### src/scpc_pkg.sv
package scpc_pkg;

  // Register addresses on the serial port
  localparam logic [6:0] ADDR_POWER_MODE = 7'h00;
  localparam logic [6:0] ADDR_REG_STATUS = 7'h01;
  localparam logic [6:0] ADDR_OSC_DRIVE = 7'h02;
  localparam logic [6:0] ADDR_TUNING_CAP = 7'h03;
  localparam logic [6:0] ADDR_PIN_CFG1 = 7'h04;
  localparam logic [6:0] ADDR_SYNTH_LOOP = 7'h05;
  localparam logic [6:0] ADDR_CARRIER_BASE = 7'h06;
  localparam logic [6:0] ADDR_VCO_RANGING = 7'h0E;

  // Field positions
  localparam int PM_SOFT_RESET_BIT = 7;
  localparam int VS_LIVE_LOW_BIT = 0;
  localparam int VS_LIVE_HIGH_BIT = 1;
  localparam int VS_STICKY_LOW_BIT = 2;
  localparam int VS_STICKY_HIGH_BIT = 3;
  localparam int LOOP_FILTER_LSB = 0;
  localparam int LOOP_CPI_LSB = 2;
  localparam int LOOP_BAND_BIT = 4;
  localparam int LOOP_SELECT_BIT = 5;
  localparam int RANGE_START_BIT_BIT = 0;
  localparam int RNG_ERROR_BIT = 1;

  // Power mode codes
  localparam logic [3:0] MODE_POWERDOWN = 4'h0;
  localparam logic [3:0] MODE_STANDBY = 4'h5;
  localparam logic [3:0] MODE_TX_SYNTH = 4'hC;
  localparam logic [3:0] MODE_TX_FULL = 4'hD;

  // Reset values
  localparam logic [3:0] RST_POWER_MODE = 4'h0;
  localparam logic [3:0] RST_OSC_GM = 4'h8;
  localparam logic [5:0] RST_TUNING_CAP = 6'h00;
  localparam logic [3:0] RST_DIV_CODE = 4'h0;
  localparam logic [5:0] RST_SYNTH_LOOP = 6'h00;
  localparam logic [7:0] RST_CARRIER_BYTE = 8'h00;
  // Synchroniser reset levels equal the idle pins, so no false brown-out follows reset
  localparam logic [5:0] RST_ASYNC_IN = 6'h19;

  // Reference output divider: code 1 holds the output high, code 12 is ratio 2048
  localparam logic [3:0] DIV_CODE_MAX = 4'hC;
  localparam int DIV_CNT_W = 11;

  // VCO ranging timing
  localparam int CLK_PERIOD_NS = 8;
  localparam int RANGE_SETTLE_NS = 5000;
  localparam int RANGE_SETTLE_CYC = (RANGE_SETTLE_NS + CLK_PERIOD_NS - 1) / CLK_PERIOD_NS;
  localparam logic [3:0] VCO_RANGE_LAST = 4'hF;

  typedef enum logic [0:0] {
    SCPC_RNG_IDLE = 1'b0,
    SCPC_RNG_SETTLE = 1'b1
  } scpc_rng_state_t;

endpackage : scpc_pkg

### src/synth_clock_power_control.sv
`timescale 1ns/1ps
`default_nettype none

// Functional notes
// RQ1: All configuration arrives through the serial slave port from an external master.
// RQ2: Any transmit power mode turns the regulator on automatically.
// RQ3: Regulator starts powered down; only the power mode field turns it on.
// RQ4: Status shows live above-threshold bits for both levels plus sticky copies.
// RQ5: Oscillator is off after power-up; enabled only by power mode.
// RQ6: Four-bit oscillator transconductance field sets crystal drive.
// RQ7: Six-bit tuning capacitor field sets crystal load capacitance.
// RQ8: Reference output is reference clock divided by 1 to 2048, four-bit code; code 1 holds the output high instead of dividing by 1.
// RQ9: For ratios above one the reference output has equal high and low time.
// RQ10: Software can switch the reference output off entirely.
// RQ11: Power-on reset comes from inside the chip, no external circuit.
// RQ12: Master toggles the soft reset bit to perform a full reset.
// RQ13: Power-on or soft reset returns all registers to defaults.
// RQ14: Two carrier words, primary and alternate, one hertz per step.
// RQ15: Carrier select set uses the alternate word, clear uses the primary.
// RQ16: Software sets low band select for the lower frequency band.
// RQ17: Writing one to range start begins an automatic VCO range search.
// RQ18: Range start reads one while ranging runs, zero once finished.
// RQ19: Range error reports whether ranging completed correctly.
// RQ20: Software should run ranging after power-up before using the synthesizer.
// RQ21: Two-bit loop filter select chooses among three filter configurations.
// RQ22: Charge pump current field sets synthesizer charge pump current.
// RQ23: Carrier words span four bytes; selection switches whole words at once.
// RQ24: Sticky status bits stay set until software clears them.
// RQ25: Internal reset held while soft reset bit is one, released on zero.
module synth_clock_power_control (
  // Clock and on-chip power-on reset
  input wire logic sys_clk,
  input wire logic resetn,
  // Serial slave port
  input wire logic spiSelN,
  input wire logic spiClk,
  input wire logic spiMosi,
  output logic spiMiso,
  output logic spiMisoOe,
  // Analog status
  input wire logic vregAbove1v3,
  input wire logic vregAbove2v3,
  input wire logic pllLocked,
  // Power and oscillator controls
  output logic regulatorEnable,
  output logic oscEnable,
  output logic [3:0] oscTransconductance,
  output logic [5:0] tuningCapacitorSelect,
  output logic refClockOutput,
  // Synthesizer controls
  output logic [31:0] activeCarrierWord,
  output logic lowBandSelect,
  output logic [1:0] loopFilterSelect,
  output logic [1:0] chargePumpCurrent,
  output logic [3:0] vcoRange,
  output logic rangingActive
);

  // Three-flop input capture, value accepted when stages two and three agree
  logic [5:0] asyncIn;
  logic [5:0] syncA_reg, syncB_reg, syncC_reg, asyncF_reg;
  assign asyncIn = {pllLocked, vregAbove2v3, vregAbove1v3, spiMosi, spiClk, spiSelN};
  genvar gi;
  generate
    for (gi = 0; gi < 6; gi++) begin : g_sync
      always_ff @(posedge sys_clk or negedge resetn) begin
        if (!resetn) begin
          syncA_reg[gi] <= scpc_pkg::RST_ASYNC_IN[gi];
          syncB_reg[gi] <= scpc_pkg::RST_ASYNC_IN[gi];
          syncC_reg[gi] <= scpc_pkg::RST_ASYNC_IN[gi];
          asyncF_reg[gi] <= scpc_pkg::RST_ASYNC_IN[gi];
        end else begin
          syncA_reg[gi] <= asyncIn[gi];
          syncB_reg[gi] <= syncA_reg[gi];
          syncC_reg[gi] <= syncB_reg[gi];
          if (syncB_reg[gi] == syncC_reg[gi]) begin
            asyncF_reg[gi] <= syncC_reg[gi];
          end
        end
      end
    end
  endgenerate

  logic selN, sclk, mosi, live13, live23, lockOk;
  assign {lockOk, live23, live13, mosi, sclk, selN} = asyncF_reg;

  // Serial slave: mode 0, command byte {write, addr[6:0]}, then data bytes with auto-increment
  logic sclkD_reg, firstByte_reg, isWrite_reg;
  logic [2:0] bitCnt_reg;
  logic [6:0] rxShift_reg, addr_reg;
  logic [7:0] txShift_reg, rxByte, rdData;
  logic [6:0] rdAddr;
  logic sclkRise, sclkFall, byteDone;
  logic wrEn_reg;
  logic [6:0] wrAddr_reg;
  logic [7:0] wrData_reg;
  assign sclkRise = sclk & ~sclkD_reg;
  assign sclkFall = ~sclk & sclkD_reg;
  assign rxByte = {rxShift_reg, mosi};
  assign byteDone = sclkRise & ~selN & (bitCnt_reg == 3'h7);
  assign rdAddr = firstByte_reg ? rxByte[6:0] : 7'(addr_reg + 7'h01);

  always_ff @(posedge sys_clk or negedge resetn) begin
    if (!resetn) begin
      sclkD_reg <= 1'b0;
      bitCnt_reg <= 3'h0;
      rxShift_reg <= 7'h00;
      firstByte_reg <= 1'b1;
      isWrite_reg <= 1'b0;
      addr_reg <= 7'h00;
      txShift_reg <= 8'h00;
      spiMiso <= 1'b0;
      spiMisoOe <= 1'b0;
      wrEn_reg <= 1'b0;
      wrAddr_reg <= 7'h00;
      wrData_reg <= 8'h00;
    end else begin
      sclkD_reg <= sclk;
      wrEn_reg <= 1'b0;
      spiMisoOe <= ~selN;
      if (selN) begin
        bitCnt_reg <= 3'h0;
        firstByte_reg <= 1'b1;
        txShift_reg <= 8'h00;
      end else begin
        if (sclkRise) begin
          rxShift_reg <= rxByte[6:0];
          bitCnt_reg <= 3'(bitCnt_reg + 3'h1);
        end
        if (byteDone) begin // RQ1
          firstByte_reg <= 1'b0;
          if (firstByte_reg) begin
            isWrite_reg <= rxByte[7];
            addr_reg <= rxByte[6:0];
          end else begin
            addr_reg <= 7'(addr_reg + 7'h01);
          end
          if (!firstByte_reg && isWrite_reg) begin
            wrEn_reg <= 1'b1;
            wrAddr_reg <= addr_reg;
            wrData_reg <= rxByte;
          end
          txShift_reg <= rdData;
        end else if (sclkFall) begin
          spiMiso <= txShift_reg[7];
          txShift_reg <= {txShift_reg[6:0], 1'b0};
        end
      end
    end
  end

  // Register state
  logic softReset_reg;
  logic [3:0] powerMode_reg;
  logic sticky13_reg, sticky23_reg;
  logic [3:0] divCode_reg;
  logic [5:0] synthLoop_reg;
  logic [7:0] carrierByte_reg [0:7];
  logic rangeError_reg;
  scpc_pkg::scpc_rng_state_t rngState_reg;
  logic [9:0] settleCnt_reg;
  logic rangeStartWr;
  assign rangeStartWr = wrEn_reg && wrAddr_reg == scpc_pkg::ADDR_VCO_RANGING
                        && wrData_reg[scpc_pkg::RANGE_START_BIT_BIT];

  // Power mode and soft reset; the soft reset bit itself survives so it can be cleared
  always_ff @(posedge sys_clk or negedge resetn) begin
    if (!resetn) begin
      softReset_reg <= 1'b0;
      powerMode_reg <= scpc_pkg::RST_POWER_MODE;
    end else if (wrEn_reg && wrAddr_reg == scpc_pkg::ADDR_POWER_MODE) begin
      softReset_reg <= wrData_reg[scpc_pkg::PM_SOFT_RESET_BIT]; // RQ12 RQ25
      powerMode_reg <= wrData_reg[scpc_pkg::PM_SOFT_RESET_BIT] ? scpc_pkg::RST_POWER_MODE : wrData_reg[3:0];
    end else if (softReset_reg) begin
      powerMode_reg <= scpc_pkg::RST_POWER_MODE; // RQ13
    end
  end

  // Regulator on in any non-powerdown mode, which covers all transmit modes
  always_ff @(posedge sys_clk or negedge resetn) begin
    if (!resetn) begin
      regulatorEnable <= 1'b0; // RQ3 RQ11
      oscEnable <= 1'b0; // RQ5
    end else begin
      regulatorEnable <= (powerMode_reg != scpc_pkg::MODE_POWERDOWN); // RQ2 RQ3
      oscEnable <= (powerMode_reg >= scpc_pkg::MODE_STANDBY); // RQ5
    end
  end

  // Sticky brown-out flags: a low level sets, write one clears, set wins
  always_ff @(posedge sys_clk or negedge resetn) begin
    if (!resetn) begin
      sticky13_reg <= 1'b0;
      sticky23_reg <= 1'b0;
    end else if (softReset_reg) begin
      sticky13_reg <= 1'b0;
      sticky23_reg <= 1'b0;
    end else begin
      if (!live13) begin
        sticky13_reg <= 1'b1; // RQ4
      end else if (wrEn_reg && wrAddr_reg == scpc_pkg::ADDR_REG_STATUS
                   && wrData_reg[scpc_pkg::VS_STICKY_LOW_BIT]) begin
        sticky13_reg <= 1'b0; // RQ24
      end
      if (!live23) begin
        sticky23_reg <= 1'b1; // RQ4
      end else if (wrEn_reg && wrAddr_reg == scpc_pkg::ADDR_REG_STATUS
                   && wrData_reg[scpc_pkg::VS_STICKY_HIGH_BIT]) begin
        sticky23_reg <= 1'b0; // RQ24
      end
    end
  end

  // Plain configuration fields
  always_ff @(posedge sys_clk or negedge resetn) begin
    if (!resetn) begin
      oscTransconductance <= scpc_pkg::RST_OSC_GM;
      tuningCapacitorSelect <= scpc_pkg::RST_TUNING_CAP;
      divCode_reg <= scpc_pkg::RST_DIV_CODE;
      synthLoop_reg <= scpc_pkg::RST_SYNTH_LOOP;
    end else if (softReset_reg) begin
      oscTransconductance <= scpc_pkg::RST_OSC_GM; // RQ13
      tuningCapacitorSelect <= scpc_pkg::RST_TUNING_CAP;
      divCode_reg <= scpc_pkg::RST_DIV_CODE;
      synthLoop_reg <= scpc_pkg::RST_SYNTH_LOOP;
    end else if (wrEn_reg) begin
      if (wrAddr_reg == scpc_pkg::ADDR_OSC_DRIVE) oscTransconductance <= wrData_reg[3:0]; // RQ6
      if (wrAddr_reg == scpc_pkg::ADDR_TUNING_CAP) tuningCapacitorSelect <= wrData_reg[5:0]; // RQ7
      if (wrAddr_reg == scpc_pkg::ADDR_PIN_CFG1) divCode_reg <= wrData_reg[3:0]; // RQ8
      if (wrAddr_reg == scpc_pkg::ADDR_SYNTH_LOOP) synthLoop_reg <= wrData_reg[5:0]; // RQ21 RQ22
    end
  end

  always_ff @(posedge sys_clk or negedge resetn) begin
    if (!resetn) begin
      loopFilterSelect <= 2'h0;
      chargePumpCurrent <= 2'h0;
      lowBandSelect <= 1'b0;
    end else begin
      loopFilterSelect <= synthLoop_reg[scpc_pkg::LOOP_FILTER_LSB +: 2]; // RQ21
      chargePumpCurrent <= synthLoop_reg[scpc_pkg::LOOP_CPI_LSB +: 2]; // RQ22
      lowBandSelect <= synthLoop_reg[scpc_pkg::LOOP_BAND_BIT]; // RQ16
    end
  end

  // Carrier bytes, most significant byte at the lower address; primary then alternate
  generate
    for (gi = 0; gi < 8; gi++) begin : g_carrier
      always_ff @(posedge sys_clk or negedge resetn) begin
        if (!resetn) begin
          carrierByte_reg[gi] <= scpc_pkg::RST_CARRIER_BYTE;
        end else if (softReset_reg) begin
          carrierByte_reg[gi] <= scpc_pkg::RST_CARRIER_BYTE;
        end else if (wrEn_reg && wrAddr_reg == 7'(scpc_pkg::ADDR_CARRIER_BASE + gi)) begin
          carrierByte_reg[gi] <= wrData_reg; // RQ14
        end
      end
    end
  endgenerate

  logic [31:0] primaryCarrierWord, alternateCarrierWord;
  assign primaryCarrierWord = {carrierByte_reg[0], carrierByte_reg[1], carrierByte_reg[2], carrierByte_reg[3]};
  assign alternateCarrierWord = {carrierByte_reg[4], carrierByte_reg[5], carrierByte_reg[6], carrierByte_reg[7]};

  // Whole-word switch so a select change never shows a half-written word
  always_ff @(posedge sys_clk or negedge resetn) begin
    if (!resetn) begin
      activeCarrierWord <= 32'h00000000;
    end else begin
      activeCarrierWord <= synthLoop_reg[scpc_pkg::LOOP_SELECT_BIT] ? alternateCarrierWord
                                                                    : primaryCarrierWord; // RQ15 RQ23
    end
  end

  // Reference output divider: ratio 2^(code-1); bit j of a free counter has equal halves
  localparam int DIV_W = scpc_pkg::DIV_CNT_W;
  logic [DIV_W-1:0] divCnt_reg;
  logic [3:0] divCodeSat;
  assign divCodeSat = (divCode_reg > scpc_pkg::DIV_CODE_MAX) ? scpc_pkg::DIV_CODE_MAX : divCode_reg;
  always_ff @(posedge sys_clk or negedge resetn) begin
    if (!resetn) begin
      divCnt_reg <= '0;
      refClockOutput <= 1'b0;
    end else begin
      divCnt_reg <= DIV_W'(divCnt_reg + 1'b1);
      if (divCodeSat == 4'h0) begin
        refClockOutput <= 1'b0; // RQ10
      end else if (divCodeSat == 4'h1) begin
        refClockOutput <= 1'b1; // RQ8
      end else begin
        refClockOutput <= divCnt_reg[divCodeSat - 4'h2]; // RQ8 RQ9
      end
    end
  end

  // VCO auto-ranging: step through ranges, settle, accept the first that locks
  always_ff @(posedge sys_clk or negedge resetn) begin
    if (!resetn) begin
      rngState_reg <= scpc_pkg::SCPC_RNG_IDLE;
      settleCnt_reg <= 10'h000;
      vcoRange <= 4'h0;
      rangeError_reg <= 1'b0;
      rangingActive <= 1'b0;
    end else if (softReset_reg) begin
      rngState_reg <= scpc_pkg::SCPC_RNG_IDLE;
      settleCnt_reg <= 10'h000;
      vcoRange <= 4'h0;
      rangeError_reg <= 1'b0;
      rangingActive <= 1'b0;
    end else begin
      unique case (rngState_reg)
        scpc_pkg::SCPC_RNG_IDLE: begin
          if (rangeStartWr) begin // RQ17
            rngState_reg <= scpc_pkg::SCPC_RNG_SETTLE;
            rangingActive <= 1'b1; // RQ18
            vcoRange <= 4'h0;
            settleCnt_reg <= 10'h000;
          end
        end
        scpc_pkg::SCPC_RNG_SETTLE: begin
          if (settleCnt_reg != 10'(scpc_pkg::RANGE_SETTLE_CYC - 1)) begin
            settleCnt_reg <= 10'(settleCnt_reg + 10'h001);
          end else if (lockOk || vcoRange == scpc_pkg::VCO_RANGE_LAST) begin
            rngState_reg <= scpc_pkg::SCPC_RNG_IDLE;
            rangingActive <= 1'b0; // RQ18
            rangeError_reg <= ~lockOk; // RQ19
          end else begin
            vcoRange <= 4'(vcoRange + 4'h1);
            settleCnt_reg <= 10'h000;
          end
        end
      endcase
    end
  end

  // Read multiplexer
  always_comb begin
    rdData = 8'h00;
    if (rdAddr >= scpc_pkg::ADDR_CARRIER_BASE && rdAddr < 7'(scpc_pkg::ADDR_CARRIER_BASE + 7'h08)) begin
      rdData = carrierByte_reg[3'(rdAddr - scpc_pkg::ADDR_CARRIER_BASE)];
    end else begin
      unique case (rdAddr)
        scpc_pkg::ADDR_POWER_MODE: rdData = {softReset_reg, 3'h0, powerMode_reg};
        scpc_pkg::ADDR_REG_STATUS: rdData = {4'h0, sticky23_reg, sticky13_reg, live23, live13}; // RQ4
        scpc_pkg::ADDR_OSC_DRIVE: rdData = {4'h0, oscTransconductance};
        scpc_pkg::ADDR_TUNING_CAP: rdData = {2'h0, tuningCapacitorSelect};
        scpc_pkg::ADDR_PIN_CFG1: rdData = {4'h0, divCode_reg};
        scpc_pkg::ADDR_SYNTH_LOOP: rdData = {2'h0, synthLoop_reg};
        scpc_pkg::ADDR_VCO_RANGING: rdData = {vcoRange, 2'h0, rangeError_reg, rangingActive}; // RQ18 RQ19
        default: rdData = 8'h00;
      endcase
    end
  end
endmodule : synth_clock_power_control

`default_nettype wire

### config.mk
export PLATFORM = sky130hd
export DESIGN_NAME = synth_clock_power_control
export DESIGN_NICKNAME = d
export VERILOG_FILES = /design/src/scpc_pkg.sv /design/src/synth_clock_power_control.sv
export SDC_FILE = /design/constraint.sdc
export NUM_CORES = 1
export LEC_CHECK = 0
export BUFFER_PORTS_ARGS = -buffer_cell sky130_fd_sc_hd__clkbuf_2
export CAP_MARGIN = 20
export CORE_UTILIZATION = 40
export DETAILED_ROUTE_END_ITERATION = 7
export HOLD_SLACK_MARGIN = 0.15
export PLACE_DENSITY = 0.67
export SKIP_LAST_GASP = 1
export SYNTH_ARGS = -nofsm -noshare
export SYNTH_HDL_FRONTEND = slang
export SYNTH_SLANG_ARGS = --single-unit
### constraint.sdc
create_clock -name sys_clk -period 5 [get_ports sys_clk]
set_input_delay 0.5 -clock sys_clk [delete_from_list [all_inputs] [get_ports sys_clk]]
set_output_delay 0.5 -clock sys_clk [all_outputs]
set_load 0.01 [all_outputs]
; Yosys cells after proc, flatten, opt, wreduce, memory -nomap -nowiden
; Index checks and enable logic that the tools add are counted.
[word_totals]
regBits = 229
input_bits = 8
elab_cells = 264
[classes]
n_addsub = 7
order_cmp = 6
n_eq_ne = 38
mux = 83
n_bitwise = 11
reduce_logical = 54
[op_table]
columns = operator, count
row1 = 8-bit 2-to-1 mux, 22
row2 = "7-bit by 4-bit equality test with 1-bit output, second input constant", 8
row3 = 4-bit 2-to-1 mux, 14
row4 = 8-bit one-hot mux with 7 select lines, 1
row5 = "7-bit by 3-bit equality test with 1-bit output, second input constant", 6
row6 = 10-bit 2-to-1 mux, 4
row7 = 6-bit 2-to-1 mux, 6
row8 = 2-bit nonzero test, 18
row9 = 32-bit 2-to-1 mux, 1
row10 = "7-bit by 2-bit equality test with 1-bit output, second input constant", 4
row11 = 1-bit 2-to-1 mux, 26
row12 = 8-bit binary-select mux with 3-bit select, 1
row13 = 10-bit one-hot mux with 2 select lines, 1
row14 = 3-bit AND reduction, 6
row15 = 1-bit logical AND, 16
row16 = "7-bit by 1-bit equality test with 1-bit output, second input constant", 2
row17 = 7-bit zero test, 2
row18 = 2-bit AND reduction, 7
row19 = "11-bit by 1-bit adder with 11-bit output, second input constant", 1
row20 = "10-bit by 1-bit adder with 10-bit output, second input constant", 1
row21 = "10-bit inequality test, second input constant", 1
row22 = "3-bit inequality test, second input constant", 3
row23 = 4-bit one-hot mux with 2 select lines, 1
row24 = "7-bit by 1-bit adder with 7-bit output, second input constant", 1
row25 = 30 further kinds, 46

; Longest topological paths before layout
[logic_depth]
depth_word = 10
ltp_mapped = 11
ltp_nobuf = 10

; Worst setup path before layout
; No wires, ideal clock.
[synth_timing]
path_kind = register to register
from = reg addr_reg[1]
to = reg txShift_reg[6]
arrival_ns = 2.296
required_time_ns = 4.899
setup_slack_ns = 2.603
path_stages_with_launch = 11
path_buffers = 1
period_less_slack_ns = 2.397
cell_sequence = dfrtp_1 -> ha_1 -> clkbuf_1 -> xor2_1 -> mux2_2 -> ha_1 -> inv_1 -> nor2_1 -> a32oi_1 -> a32oi_1 -> o32ai_1
[synth_via]
elab_chain_len = 10
word_cells_on_any_way = 21
[synth_lines]
columns = element, line_no
row1 = from (decl), synth_clock_power_control.sv:90  ; logic [6:0] rxShift_reg, addr_reg;
row2 = from (signal assigned), synth_clock_power_control.sv:134  ; addr_reg <= rxByte[6:0];
row3 = from (signal assigned), synth_clock_power_control.sv:136  ; addr_reg <= 7'(addr_reg + 7'h01);
row4 = 7-bit by 1-bit adder with 7-bit output (*), synth_clock_power_control.sv:101  ; assign rdAddr = firstByte_reg ? rxByte[6:0] : 7'(addr_reg + 7'h01);
row5 = 7-bit 2-to-1 mux (*), synth_clock_power_control.sv:101
row6 = named net rdAddr[2], synth_clock_power_control.sv:92  ; logic [6:0] rdAddr;
row7 = 3-bit subtractor, synth_clock_power_control.sv:340  ; rdData = carrierByte_reg[3'(rdAddr - scpc_pkg::ADDR_CARRIER_BASE)];
row8 = 3-bit inverter with 4-bit output (implied by the code), synth_clock_power_control.sv:340
row9 = 8-bit binary-select mux with 3-bit select, synth_clock_power_control.sv:340
row10 = 8-bit 2-to-1 mux (implied by the code) (2 in a row), synth_clock_power_control.sv:340
row11 = 8-bit 2-to-1 mux (*), synth_clock_power_control.sv:339  ; if (rdAddr >= scpc_pkg::ADDR_CARRIER_BASE && rdAddr < 7'(scpc_pkg::ADDR_CARRIER_BASE + 7'h08)) begin
row12 = 8-bit 2-to-1 mux (*), synth_clock_power_control.sv:130  ; if (byteDone) begin
row13 = 8-bit 2-to-1 mux (*), synth_clock_power_control.sv:121  ; if (selN) begin
row14 = to (signal assigned), synth_clock_power_control.sv:143  ; txShift_reg <= rdData;
row15 = to (signal assigned), synth_clock_power_control.sv:146  ; txShift_reg <= {txShift_reg[6:0], 1'b0};
row16 = to (decl), synth_clock_power_control.sv:91  ; logic [7:0] txShift_reg, rxByte, rdData;
; The timed path passes the listed nets; every way through them passes the cells marked *. The select of a mux whose other input is x is not followed.
; A chain may end at the register's enable or synchronous reset.

; Worst setup path in the final report
[layout_timing]
from = reg addr_reg[0]
to = reg txShift_reg[0]
; The elaborated chain is that of the path after synthesis.

==> results.md <==
* Largest net degree at the start of global routing at 118
* Post-Route M1 WL at 11700 µm
* Final count of hold timing violations at 0
* Core Rows at a little under 60
* Setup TNS at 0 ns
* Syn_area_per_cell at 11.1 µm²
* Core Box Area at approximately 25000 µm²
* First-pass GRT wire length at around 40000 µm
* Num CTS Buffers at 25
* Leakage at 5.77 nW
* CP Data Required Time at about 5.4 ns
* Die X at 164 µm
* Hold WC Path Type: flop to flop
* IO Port Bufs at 64
* Cells after synthesis at around 940
* Clk sink count at 229
* Clock Tree Root: clkbuf_16
* Clock transition at the registers of the reported paths at 0.06 ns
* CTS tree: done
* DRT Pass-1 Iters at 5
* Via count at around 7300
* Synth area leaders: dfrtp_1, mux2i_1, mux2_2
* H-tree depth at 1
* Fill cell count at 2376
* # nets final at 1009
* Max Used Layer: met4
* Dpl hpwl at 17100 µm
* DRC at 0
* Final worst path period share at 63.5%
* Number of global-route vias before repair at 6958
* Min Clock Period, post-route at 3.17 ns
* GP Congestion at 0.888
* Ys flop type: dfrtp_1
* Final Cell Area at 11900 µm²
* Gr usage total at 19.5%
* Total Wirelength at 25400 µm
* Iter 0 DRT Violations at 530
* Netlist cell types at between 70 and 80
* Synth area leader: dfrtp_1
* Max-cap violations at 0
* Status: finished clean
* Largest fanout on the critical path at 17
* CP endpoint kind: flop
* Met3 Routed Length at 1680 µm
* Reg2reg start: addr_reg[0]
* Yosys reg bits at roughly 230
* Placed cell area at 11000 µm²
* Worst R2R End: txShift_reg[0]
* Worst R2R Path Depth at 8
* Final setup vio count at 0
* Critical Path Most Common Cell: ha_1
* Max Fclk at 315 MHz
* Clock tree buffer depth at 3
* Height of the die at 164 µm
* Sequential-to-total area share from yosys stat at 55.1%
* Antenna Cells at 0
* Via density at about 5.4
* Worst-margin pin slew at ~1 ns
* WP data arrival at 3.55 ns
* Cell with the most instances after synthesis: dfrtp_1
* EDFF count, synth at 0
* Syn Std Cell Area at 10400 µm²
* Total grt overflow at 0
* Crit-path slowest cell: mux2i_4
* Worst slew margin at 34.8%
* CP peak stage delay at 0.57 ns
* Max IR drop VDD at 0.000241 V
* RSZ-0062 raised after global routing: false
* Clock Latency Late Sink at about 0.52 ns
* Die ar. at about 27000 µm²
* CP cell instances: ha_1, mux2i_4, inv_1, ha_1, o2111a_1, a22o_1, nor4_1, o22ai_1
* Worst Clk Skew at 0.00935 ns
* Worst Setup SP: addr_reg[0]
* Asr flop ratio synth at 100%
* P per Cell Area at 358 nW/µm²
* Initial antenna violation count at 0
* Syn-to-layout area delta at 13.7%
* Yosys warns at 0
* CTS resizes at 0
* Share of Yosys cell area claimed by the top area cell type at 51.5%
* Initial core utilization at a little over 40%
* Mapped Nets at 954
* IO Count at 65
* Slew Viols, Final at 0
* Final ANT Viol Nets at 0
* Critical path class: flop to flop
* Wire per inst at around 19 µm
* Layout cells sized above 1 at 20.0%
* Reg2Reg Setup Slack at 1.83 ns
* Fin util at 46.7%
* Met2 Wirelength at 11400 µm
* Commonest cells post-synth: dfrtp_1, nor2_1, nand2_1
* Startpoint Class: flop
* CP Capture Point: txShift_reg[0]
per-layer routing:
metal | vias to the layer above | global-route usage (%)
met5 | - | 0
met4 | 0 | 5.43
met3 | 47 | 3.40
met2 | 227 | 29.0
met1 | 3628 | 29.1
li1 | 3367 | -
cell families (layout without fill, tap and decap cells):
| family | count (synthesis) | after routing | share of synthesized area [%] |
|---|---|---|---|
| AND/OR/NAND/NOR | 336 | 336 | 14.8 |
| flip-flops | 229 | 229 | 55.1 |
| XOR/XNOR | 20 | 20 | 1.68 |
| AO/OA/AOI/OAI | 129 | 129 | 8.24 |
| adder cells (fa/ha/maj) | 14 | 14 | 1.53 |
| multiplexers | 146 | 146 | 15.8 |
| buffers and inverters | 64 | 137 | 2.94 |
power breakdown:
| group | switching [mW] | leakage, nW | internal (mW) | total [mW] |
|---|---|---|---|---|
| Clock | 0.720 | 0.408 | 1.08 | 1.80 |
| Sequential | 0.0574 | 3.08 | 1.90 | 1.96 |
| Combinational | 0.300 | 2.28 | 0.183 | 0.483 |
cell usage in the layout (no fill, tap or decap), types with 5 or more instances in the layout:
| cell type | count |
|---|---|
| a21oi_1 | 39 |
| a22o_1 | 8 |
| a32oi_1 | 8 |
| and3_1 | 5 |
| clkbuf_16 | 25 |
| clkbuf_2 | 63 |
| clkbuf_8 | 8 |
| clkinv_2 | 6 |
| dfrtp_1 | 214 |
| dfstp_2 | 14 |
| dlygate4sd3_1 | 7 |
| ha_1 | 8 |
| inv_1 | 16 |
| maj3_1 | 6 |
| mux2_2 | 45 |
| mux2i_1 | 90 |
| mux4_2 | 9 |
| nand2_1 | 109 |
| nand2b_1 | 14 |
| nand3_1 | 18 |
| nand4_1 | 6 |
| nor2_1 | 132 |
| nor2b_1 | 12 |
| nor3_1 | 6 |
| o21ai_0 | 25 |
| o22ai_1 | 6 |
| xnor2_1 | 14 |
| xor2_1 | 6 |
worst min path at each step:
stage / from / endpoint / slack [ns] / cells after the start
after CTS: syncA_reg[2] / syncB_reg[2] / 0.35 / 0
after global routing: syncA_reg[5] / syncB_reg[5] / 0.36 / 0
after detailed placement: syncA_reg[2] / syncB_reg[2] / 0.34 / 0
after floorplan: resetn / activeCarrierWord[0] / 0.20 / 0
final: syncA_reg[2] / syncB_reg[2] / 0.34 / 0
after global placement: syncA_reg[5] / syncB_reg[5] / 0.33 / 0
what timing repair did:
action | CTS | global route
hold buffers | 7 | 0
endpoints found under the hold margin | 113 | 0
setup buffers | 0 | 0
critical path, delay by kind of cell (launching register included):
family	cells	cell delay [ns]
adders and majority gates	2	0.76
DFF	1	0.51
buffers and inverters	1	0.21
muxes	1	0.57
AOI/OAI and AO/OA	3	0.62
and+or+nand+nor	1	0.35
area by class of cell:
type	instances	area (µm²)	share of cell area, %
sequential	229	5750	48.4
multi-input combinational	645	4390	36.9
clock buffer	37	751	6.32
timing repair buffer	75	443	3.73
tap	330	413	3.48
clock inverter	8	67.6	0.569
inverter	17	63.8	0.537
stage by stage:
step                      power, mW  instances  setup WS (ns)  hold WS (ns)
after detailed placement       2.47       1289           1.86         0.337
after floorplan                2.32        938           2.60         0.204
final                          4.25       1341           1.83         0.345
after global placement         2.47       1289           1.95         0.333
after CTS                      4.29       1341           1.84         0.349
after global routing           4.43       1341           1.55         0.356
Power figures use the tool's default switching activity.
